## src/logic/oss_defines.vh

```
// Constants of the octal switch serial control block.
// Assumes a 20 MHz system clock; times are given in microseconds.
`ifndef OSS_DEFINES_VH
`define OSS_DEFINES_VH

`define OSS_CLK_MHZ          20
`define OSS_WORD_BITS        16
`define OSS_NUM_OUT          8
`define OSS_CMD_OUT_LSB      0
`define OSS_CMD_OLD_LSB      8
`define OSS_STATUS_PAD       8'h00
`define OSS_CMD_RESET        16'h0000
`define OSS_FAULT_MIN_US     100
`define OSS_FAULT_MAX_US     300
`define OSS_POR_US           100
// Qualify time: at least the minimum, well below the maximum
`define OSS_FAULT_CYCLES     (`OSS_FAULT_MIN_US * `OSS_CLK_MHZ)
`define OSS_POR_CYCLES       (`OSS_POR_US * `OSS_CLK_MHZ)
`define OSS_CNT_W            13

`endif

```

## src/logic/oss_fault_qual.v

```verilog
// One fault qualifier per output: a raw fault must persist before it counts.
// Assumes rawFault is already synchronous to clk.
`timescale 1ns/1ps
`default_nettype none
`include "oss_defines.vh"

module oss_fault_qual #(
    parameter [12:0] QUAL_CYCLES = `OSS_FAULT_CYCLES
) (
    input  wire clk,
    input  wire rst_n,
    input  wire clear,
    input  wire rawFault,
    output reg  qualified
);

    reg [12:0] count;

    always @(posedge clk) begin
        if (!rst_n || clear || !rawFault) begin
            count     <= 13'h0000;
            qualified <= 1'b0;
        end else if (count >= QUAL_CYCLES - 13'h0001) begin
            qualified <= 1'b1;
        end else begin
            count <= count + 13'h0001;
        end
    end

endmodule
`default_nettype wire

```

## src/logic/oss_serial_switch.v

```verilog
// Control logic of an eight-output switch behind a 16-bit serial link.
// Assumes link pins arrive asynchronously and are sampled by clk (20 MHz);
// serial clock up to about 2.5 MHz so each edge is seen.
//
// Contract
// Selected: status driver enabled, command shifted in, status shifted out.
// Command word applied only on chip select rising edge.
// Command input sampled on each serial clock falling edge.
// Next status bit driven on each serial clock rising edge.
// Deselected: clock and data ignored, status output released.
// Host keeps serial clock low whenever chip select changes.
// Host parks serial clock low while deselected.
// Command bit one turns output on, zero turns it off.
// Host sends detect-current bits first, then outputs eight down to one.
// A transfer shifts sixteen bits, one per falling edge.
// Status bit one means open or shorted load, zero normal.
// Off output with detect current disabled reports zero.
// Status word: eight zeros then eight fault bits, MSB first.
// Enable low: outputs off, detect current off, sleep.
// Enable high: outputs driven, fault detection runs and reports.
// Power-on reset on enable rising edge.
// Host waits 100 us after enable before any transfer.
// Reset needs enable low for at least 100 us.
// Fault bit set after fault persists between 100 and 300 us.
// Host leaves over 300 us between accesses to read faults.
// Outputs five and six are command bit OR direct input.
// Host keeps serial bit zero for direct drive, and vice versa.
// Host toggles direct inputs no faster than 2 kHz.
// Bits 0-7 switch outputs one-eight; bits 8-15 enable detect current.
// Status bits 8-15 read zero, bits 0-7 carry output faults.
// After power-on reset the applied command is cleared.
`timescale 1ns/1ps
`default_nettype none
`include "oss_defines.vh"

module oss_serial_switch (
    input  wire       clk,
    input  wire       rst_n,
    input  wire       chipSelect_n,
    input  wire       serialClock,
    input  wire       serial_command_input,
    output reg        statusOut,
    output reg        statusOutEn,
    input  wire       enable,
    input  wire       direct_pwm_input_five,
    input  wire       direct_pwm_input_six,
    input  wire [7:0] loadFault,
    output reg  [7:0] outputOn,
    output reg  [7:0] openLoadCurrentOn,
    output reg        sleepMode,
    output reg        linkReady
);

    ////////////////////////////////////////////////////////////////////////
    // Two-flop synchronisers; stage one is read only by stage two
    reg [5:0]  syncA;
    reg [5:0]  syncB;
    reg [7:0]  faultA;
    reg [7:0]  faultB;
    reg        sclkPrev;
    reg        csPrev;
    reg        enPrev;

    always @(posedge clk) begin
        if (!rst_n) begin
            syncA  <= 6'h01;
            syncB  <= 6'h01;
            faultA <= 8'h00;
            faultB <= 8'h00;
        end else begin
            syncA  <= {direct_pwm_input_six, direct_pwm_input_five, enable,
                       serial_command_input, serialClock, chipSelect_n};
            syncB  <= syncA;
            faultA <= loadFault;
            faultB <= faultA;
        end
    end

    wire csN   = syncB[0];
    wire sclk  = syncB[1];
    wire din   = syncB[2];
    wire en    = syncB[3];
    wire pwm5  = syncB[4];
    wire pwm6  = syncB[5];

    wire sclkRise = sclk & ~sclkPrev;
    wire sclkFall = ~sclk & sclkPrev;
    wire csRise   = csN & ~csPrev;
    wire csFall   = ~csN & csPrev;
    wire enRise   = en & ~enPrev;

    always @(posedge clk) begin
        if (!rst_n) begin
            sclkPrev <= 1'b0;
            csPrev   <= 1'b1;
            enPrev   <= 1'b0;
        end else begin
            sclkPrev <= sclk;
            csPrev   <= csN;
            enPrev   <= en;
        end
    end

    ////////////////////////////////////////////////////////////////////////
    // Power-on reset timer started by enable rising edge
    // The timer load is cut to the counter width on purpose
    localparam [31:0] POR_FULL = `OSS_POR_CYCLES;

    reg [12:0] porCount;
    wire       porActive = (porCount != 13'h0000);

    always @(posedge clk) begin
        if (!rst_n) begin
            porCount <= 13'h0000;
        end else if (enRise) begin
            porCount <= POR_FULL[12:0];
        end else if (porActive) begin
            porCount <= porCount - 13'h0001;
        end
    end

    ////////////////////////////////////////////////////////////////////////
    // Frame tracking: a frame counts only if it opened while the link was
    // live, so a select that falls inside the power-on wait never applies
    localparam [1:0] FR_IDLE  = 2'b00;
    localparam [1:0] FR_SHIFT = 2'b01;
    localparam [1:0] FR_APPLY = 2'b10;

    reg [1:0]  frameState;
    reg [1:0]  next_frameState;
    reg [15:0] shiftIn;
    reg [15:0] next_shiftIn;
    reg [15:0] shiftOut;
    reg [15:0] next_shiftOut;
    reg [15:0] applied;
    reg [15:0] next_applied;
    reg [4:0]  bitCount;
    reg [4:0]  next_bitCount;
    wire [7:0] qualFault;
    wire [7:0] rawFault;
    // The enable edge itself already holds the link, one cycle before the
    // timer loads; otherwise ready would blink high for a cycle
    wire       linkHeld = ~en | enRise | porActive;

    ////////////////////////////////////////////////////////////////////////
    // Fault qualification per output
    genvar i;
    generate
        for (i = 0; i < 8; i = i + 1) begin : gQual
            // Off and undetected outputs cannot show a fault
            assign rawFault[i] = en & faultB[i] &
                (applied[i] | applied[i + 8]);
            oss_fault_qual uQual (
                .clk       (clk),
                .rst_n     (rst_n),
                .clear     (porActive),
                .rawFault  (rawFault[i]),
                .qualified (qualFault[i])
            );
        end
    endgenerate

    ////////////////////////////////////////////////////////////////////////
    // Shift registers and applied command
    always @* begin
        next_frameState = frameState;
        next_shiftIn    = shiftIn;
        next_shiftOut   = shiftOut;
        next_applied    = applied;
        next_bitCount   = bitCount;
        if (linkHeld) begin
            // Whatever is on the link now is dropped
            next_frameState = FR_IDLE;
            next_applied    = `OSS_CMD_RESET;
            next_bitCount   = 5'h00;
        end else begin
            case (frameState)
            FR_IDLE: begin
                if (csFall) begin
                    // Status is frozen here, zero pad then faults
                    next_shiftOut = {`OSS_STATUS_PAD, qualFault};
                    next_bitCount   = 5'h00;
                    next_frameState = FR_SHIFT;
                end
            end
            FR_SHIFT: begin
                if (csN) begin
                    next_frameState = FR_APPLY;
                end else begin
                    if (sclkFall) begin
                        next_shiftIn = {shiftIn[14:0], din};
                        if (bitCount != 5'h10) begin
                            next_bitCount = bitCount + 5'h01;
                        end
                    end
                    if (sclkRise && bitCount != 5'h00) begin
                        // First bit is already on the pin from select
                        next_shiftOut = {shiftOut[14:0], 1'b0};
                    end
                end
            end
            FR_APPLY: begin
                next_applied    = shiftIn;
                next_frameState = FR_IDLE;
            end
            default: begin
                next_frameState = FR_IDLE;
            end
            endcase
        end
    end

    always @(posedge clk) begin
        if (!rst_n) begin
            frameState <= FR_IDLE;
            shiftIn    <= 16'h0000;
            shiftOut   <= 16'h0000;
            applied    <= `OSS_CMD_RESET;
            bitCount   <= 5'h00;
        end else begin
            frameState <= next_frameState;
            shiftIn    <= next_shiftIn;
            shiftOut   <= next_shiftOut;
            applied    <= next_applied;
            bitCount   <= next_bitCount;
        end
    end

    ////////////////////////////////////////////////////////////////////////
    // Per-output drive: outputs five and six also take their direct input
    wire [7:0] directDrive = {2'b00, pwm6, pwm5, 4'h0};
    wire [7:0] driveWant;
    genvar k;
    generate
        for (k = 0; k < 8; k = k + 1) begin : gDrive
            assign driveWant[k] = en & (applied[k] | directDrive[k]);
        end
    endgenerate

    ////////////////////////////////////////////////////////////////////////
    // Registered outputs
    always @(posedge clk) begin
        if (!rst_n) begin
            statusOut   <= 1'b0;
            statusOutEn <= 1'b0;
        end else begin
            statusOutEn <= ~csN;
            statusOut   <= shiftOut[15];
        end
    end

    always @(posedge clk) begin
        if (!rst_n) begin
            outputOn          <= 8'h00;
            openLoadCurrentOn <= 8'h00;
        end else begin
            outputOn          <= driveWant;
            openLoadCurrentOn <= en ? applied[15:8] : 8'h00;
        end
    end

    always @(posedge clk) begin
        if (!rst_n) begin
            sleepMode <= 1'b1;
            linkReady <= 1'b0;
        end else begin
            sleepMode <= ~en;
            linkReady <= ~linkHeld;
        end
    end

endmodule
`default_nettype wire

```

## config.mk

```make
export PLATFORM = sky130hd
export DESIGN_NAME = oss_serial_switch
export DESIGN_NICKNAME = d
export VERILOG_FILES = /design/src/logic/oss_fault_qual.v /design/src/logic/oss_serial_switch.v
export VERILOG_INCLUDE_DIRS = /design/src /design/src/logic
export SDC_FILE = /design/constraint.sdc
export NUM_CORES = 1
export LEC_CHECK = 0
export BUFFER_PORTS_ARGS = -buffer_cell sky130_fd_sc_hd__buf_2
export CORE_ASPECT_RATIO = 1.1
export CORE_MARGIN = 2
export CORE_UTILIZATION = 38
export CTS_CLUSTER_SIZE = 14
export DETAILED_ROUTE_END_ITERATION = 12
export MAX_ROUTING_LAYER = met4
export SLEW_MARGIN = 0
export SYNTH_ARGS = -nofsm -noshare
export SYNTH_HDL_FRONTEND = slang
export SYNTH_SLANG_ARGS = --single-unit
```

## constraint.sdc

```tcl
create_clock -name clk -period 4.7 [get_ports clk]
set_input_delay 0.94 -clock clk [delete_from_list [all_inputs] [get_ports clk]]
set_output_delay 0.94 -clock clk [all_outputs]
set_load 0.01 [all_outputs]
```

Word-level counts from Yosys, hierarchy flattened
Index checks and enable logic that the tools add are counted.
{ "totals": {"regBits": 231, "inputBits": 16, "elab_cells": 155} }
{ "classes": {"addsub": 10, "n_lt_le_gt_ge": 8, "eq_ne": 9, "mux": 14, "bitwise_logic": 47, "reduce_logical": 31} }
{ "ops": {"columns": ["operator", "count"], "rows": [
  ["$add 13x1->13 const B", 8],
  ["$ge 13x11->1 const B", 8],
  ["$mux 16", 3],
  ["$pmux 16 s2", 1],
  ["$and 1x1->1", 28],
  ["$mux 11", 2],
  ["$mux 5", 4],
  ["$reduce_bool 13->1", 1],
  ["$sub 13x1->13 const B", 1],
  ["$ne 2x2->1 const B", 6],
  ["$or 1x1->1", 12],
  ["$pmux 5 s2", 1],
  ["$reduce_and 5->1", 2],
  ["$logic_not 1->1", 9],
  ["$logic_or 1x1->1", 9],
  ["$not 1->1", 7],
  ["$add 5x1->5 const B", 1],
  ["$ne 5x5->1 const B", 1],
  ["$reduce_bool 5->1", 1],
  ["$mux 2", 2],
  ["$pmux 2 s2", 1],
  ["$reduce_and 2->1", 2],
  ["$reduce_and 4->1", 1],
  ["$reduce_bool 2->1", 2],
  ["other kinds (5)", 6]
]} }

Logic depth before layout (Yosys ltp)
{ "depth": {"ltp_word": 6, "depth_mapped": 9} }

Modules after synthesis
Synthesis repeated with hierarchy kept, for this count alone.
{ "unflattened": {"hier_cells": 1057, "area_unflattened_um2": 9879.5} }
{ "by_module_without_submodules": {"columns": ["mod", "instances", "cells_per_inst", "area_each_um2", "seq_area_each_um2"], "rows": [
  ["oss_fault_qual", 8, 74, 684.4, 280.3],
  ["oss_serial_switch", 1, 465, 4404.2, 2382.3]
]} }

Worst setup path before layout
Ideal clock, no wire load.
{ "synth_path": {"path_kind": "input-to-reg", "start": "in rst_n", "end": "reg gQual[7].uQual.qualified", "setup_time_ns": 0.065, "arrival_ns": 2.144, "t_required_ns": 4.635, "path_slack_ns": 2.491, "cell_stages": 8, "path_cell_list": "clkbuf_1 nand2_1 nor3_1 and2_1 buf_6 o211ai_4 buf_6 nor2_1"} }
{ "synth_between": {"elab_chain_len": 3} }
{ "synth_lines": {"columns": ["element", "line", "text"], "rows": [
  ["from (decl)", "oss_serial_switch.v:38", "input wire rst_n,"],
  ["$logic_not 1->1", null, null],
  ["$logic_or 1x1->1 (2 in series)", "oss_fault_qual.v:20", "if (!rst_n || clear || !rawFault) begin"],
  ["to (signal assigned)", "oss_fault_qual.v:22", "qualified <= 1'b0;"],
  ["to (signal assigned)", "oss_fault_qual.v:24", "qualified <= 1'b1;"],
  ["to (decl)", "oss_fault_qual.v:14", "output reg qualified"]
]} }
No other way between the ends.
A chain may end at the register's enable or synchronous reset.

Worst setup path after layout
{ "layout_path": {"start": "reg syncB[3]", "end": "reg gQual[6].uQual.count[1]"} }
{ "layout_between": {"elab_chain_len": 4} }
{ "layout_lines": {"columns": ["element", "line", "text"], "rows": [
  ["from (decl)", "oss_serial_switch.v:57", "reg [5:0] syncB;"],
  ["from (signal assigned)", "oss_serial_switch.v:73", "syncB <= syncA;"],
  ["$and 1x1->1 (2 in series)", "oss_serial_switch.v:151", "assign rawFault[i] = en & faultB[i] &"],
  ["$logic_not 1->1", "oss_fault_qual.v:20", null],
  ["$logic_or 1x1->1", "oss_fault_qual.v:20", null],
  ["to (signal assigned)", "oss_fault_qual.v:26", "count <= count + 13'h0001;"],
  ["to (decl)", "oss_fault_qual.v:17", "reg [12:0] count;"]
]} }
No other way between the ends.

==> metrics.yaml <==
outcome: "completed"
final_common_cell: "dfxtp_1"
die_y_um: 167
yosysWarnings: 0
min_period_ns: 2.71
htreeDepth: 1
power_w: 0.00454
initialDrtViolationCount: 288
ant_nets: 0
synth_area_mm2: 0.00919
fmax_mhz: 370
setup_viol: 0
cp_max_fo: 18
drive_above_1_share_pct: 10.4
hold_class: "flop to flop"
fill_cells: 2291
pin_count: 36
gp_congestion: 0.804
grt_setup_unrepaired: "false"
worstReg2RegStart: "syncB[3]"
antenna_found_initial: 0
reg2reg_to: "gQual[6].uQual.count[1]"
cp-end-kind: "flop"
fin_util_pct: 43.9
dr_total_vias: 6429
grt_overflow: 0
p_per_area_mw_per_mm2: 436
ctsResizeCount: 0
worstSetupStartpointType: "flop"
syn_to_final_growth_pct: 13.3
setup.worst_path.class: "flop to flop"
drc_errors: 0
core_mm2: 0.0237
yosys_register_bits: 231
syn_nets: 1008
fin_crit_sh_pct: 57.6
portBuffers: 35
routedWlPerCell_um: 13.0
ir_worst_vdd_mv: 0.250
min_from: "syncA[0]"
critPathArrivalTime_ns: 3.14
dp_hpwl_mm: 11.5
cts_buffer_depth: 3
grt_usage_pct: 14.1
grt_pass1_wl_mm: 29.9
holdPathStages: 1
grt_max_degree: 70
hold_viol: 0
crit_required_ns: 5.13
cts.sink_count: 231
synth.avg_cell_area_um2: 9.36
synth_seq_area_share_pct: 50.3
via_per_inst: 4.83
antenna_cells: 0
synth_edf_count: 0
layout_common_cells: "dfxtp_1, nor2_1, nand2_1"
routed_wl_mm: 17.3
fp.dieArea_mm2: 0.0254
max_slew_margin_pct: 27.0
nets: 1037
worstSkewPairLatency_ns: 0.52
firstDrtPassIters: 4
numCtsBuffers: 25
cts_root_buf: "clkbuf_16"
timing.final.ws_setup_ns: 1.99
fin_skew_ns: 0.0158
path_clk_slew_ns: 0.06
synth_cell_type_count: 58
cts_setup_buffers: 0
async_reset_ff_share_pct: 0
reg2reg_depth: 5
p_leak_nw: 3.72
reg2reg_slack_ns: 1.99
setup_tns_ns: 0
grt_pass1_vias: 6126
final_max_slew_viol_count: 0
rows: 59
synth_ff_type: "dfxtp_1"
holdPathEnd: "syncB[0]"
cap_violations: 0
worstSetupStartpoint: "syncB[3]"
hold_buffers: 0
die_w_um: 152
synthCells: 981
hold_ws_ns: 0.423
post-place-ws_ns: 1.85
start_util_pct: 38.8
worst_pin_slew_ns: 1.09
tritoncts: "done"
-- how the worst max path moves through the flow --
stage                     slack, ns                  endpoint  cells after the start
after floorplan                2.49  gQual[7].uQual.qualified                      8
after global placement         1.87  gQual[2].uQual.qualified                      6
after detailed placement       1.85  gQual[3].uQual.qualified                      6
after CTS                      1.99  gQual[3].uQual.qualified                      5
after global routing           1.69   gQual[6].uQual.count[1]                      5
final                          1.99   gQual[6].uQual.count[1]                      5
-- flip-flops by register name, summed over array words and instances (netlist names), 13 cells and up --
signal,cells
gQual.uQual.count,104
applied,16
shiftIn,16
shiftOut,16
porCount,13
-- cells in the mapped netlist, drive strengths merged (3+ instances only) --
master | number | area, um2
nor4 | 17 | 158
inv | 34 | 128
or4b | 4 | 40.0
or2 | 3 | 18.8
a311oi | 4 | 35.0
nor2 | 156 | 586
nor2b | 4 | 25.0
o21ai | 7 | 35.0
xor2 | 25 | 219
nand2 | 88 | 338
nand4bb | 4 | 45.0
xnor2 | 57 | 499
or3b | 3 | 28.8
buf | 13 | 133
dfxtp | 231 | 4620
nand2b | 14 | 87.6
nor4b | 5 | 50.0
nor3b | 3 | 27.5
ha | 11 | 138
o211ai | 8 | 170
nor3 | 12 | 60.1
nand3 | 41 | 205
and2 | 32 | 200
clkbuf | 23 | 86.3
a311o | 5 | 50.1
nand4 | 21 | 131
a21boi | 4 | 30.0
and3 | 28 | 175
a211oi | 16 | 135
mux2i | 19 | 190
and4 | 9 | 78.8
a21oi | 61 | 305
-- worst max-delay path, stage by stage, from the launching register on --
cell      delay (ns)
dfxtp_1         0.78
nand2_1         0.26
nor3_1          0.27
and2_1          0.78
o211ai_4        0.33
a21oi_1         0.20
-- cell type report --
cell class	count	area [um2]	share of cell area, %
Clock buffer	32	672	6.45
Sequential cell	231	4620	44.4
Clock inverter	12	191	1.84
Inverter	35	131	1.26
Tap cell	305	382	3.67
Multi-Input combinational cell	679	4210	40.5
Timing Repair Buffer	38	198	1.90
-- logic make-up (layout without fill, tap and decap cells) --
logic type      after synthesis  after routing  synth area share (%)
fa+ha+maj                    11             11                  1.50
compound gates              117            117                  9.33
simple gates                450            450                  25.1
xor+xnor                     82             82                  7.82
buf+inv                      71            117                  3.81
mux                          19             19                  2.07
flops                       231            231                  50.3
-- report_power, final --
part           switching [W]  total (W)  internal (W)
combinational       0.000216   0.000399      0.000183
sequential         0.0000646    0.00208       0.00202
clock               0.000776    0.00206       0.00128
-- metrics by stage --
step / std cells / area, um2
finish: 1332 / 10400
global route: 1332 / 10400
CTS: 1332 / 10400
detailed placement: 1288 / 9550
global placement: 1288 / 9550
floorplan: 981 / 9190
-- metal layers --
layer	track usage, %	part of all wire (%)
met5	-	0
met4	3.74	1.8
met1	18.5	49
met2	22.8	46
met3	2.21	3.2
Power figures use the tool's default switching activity.
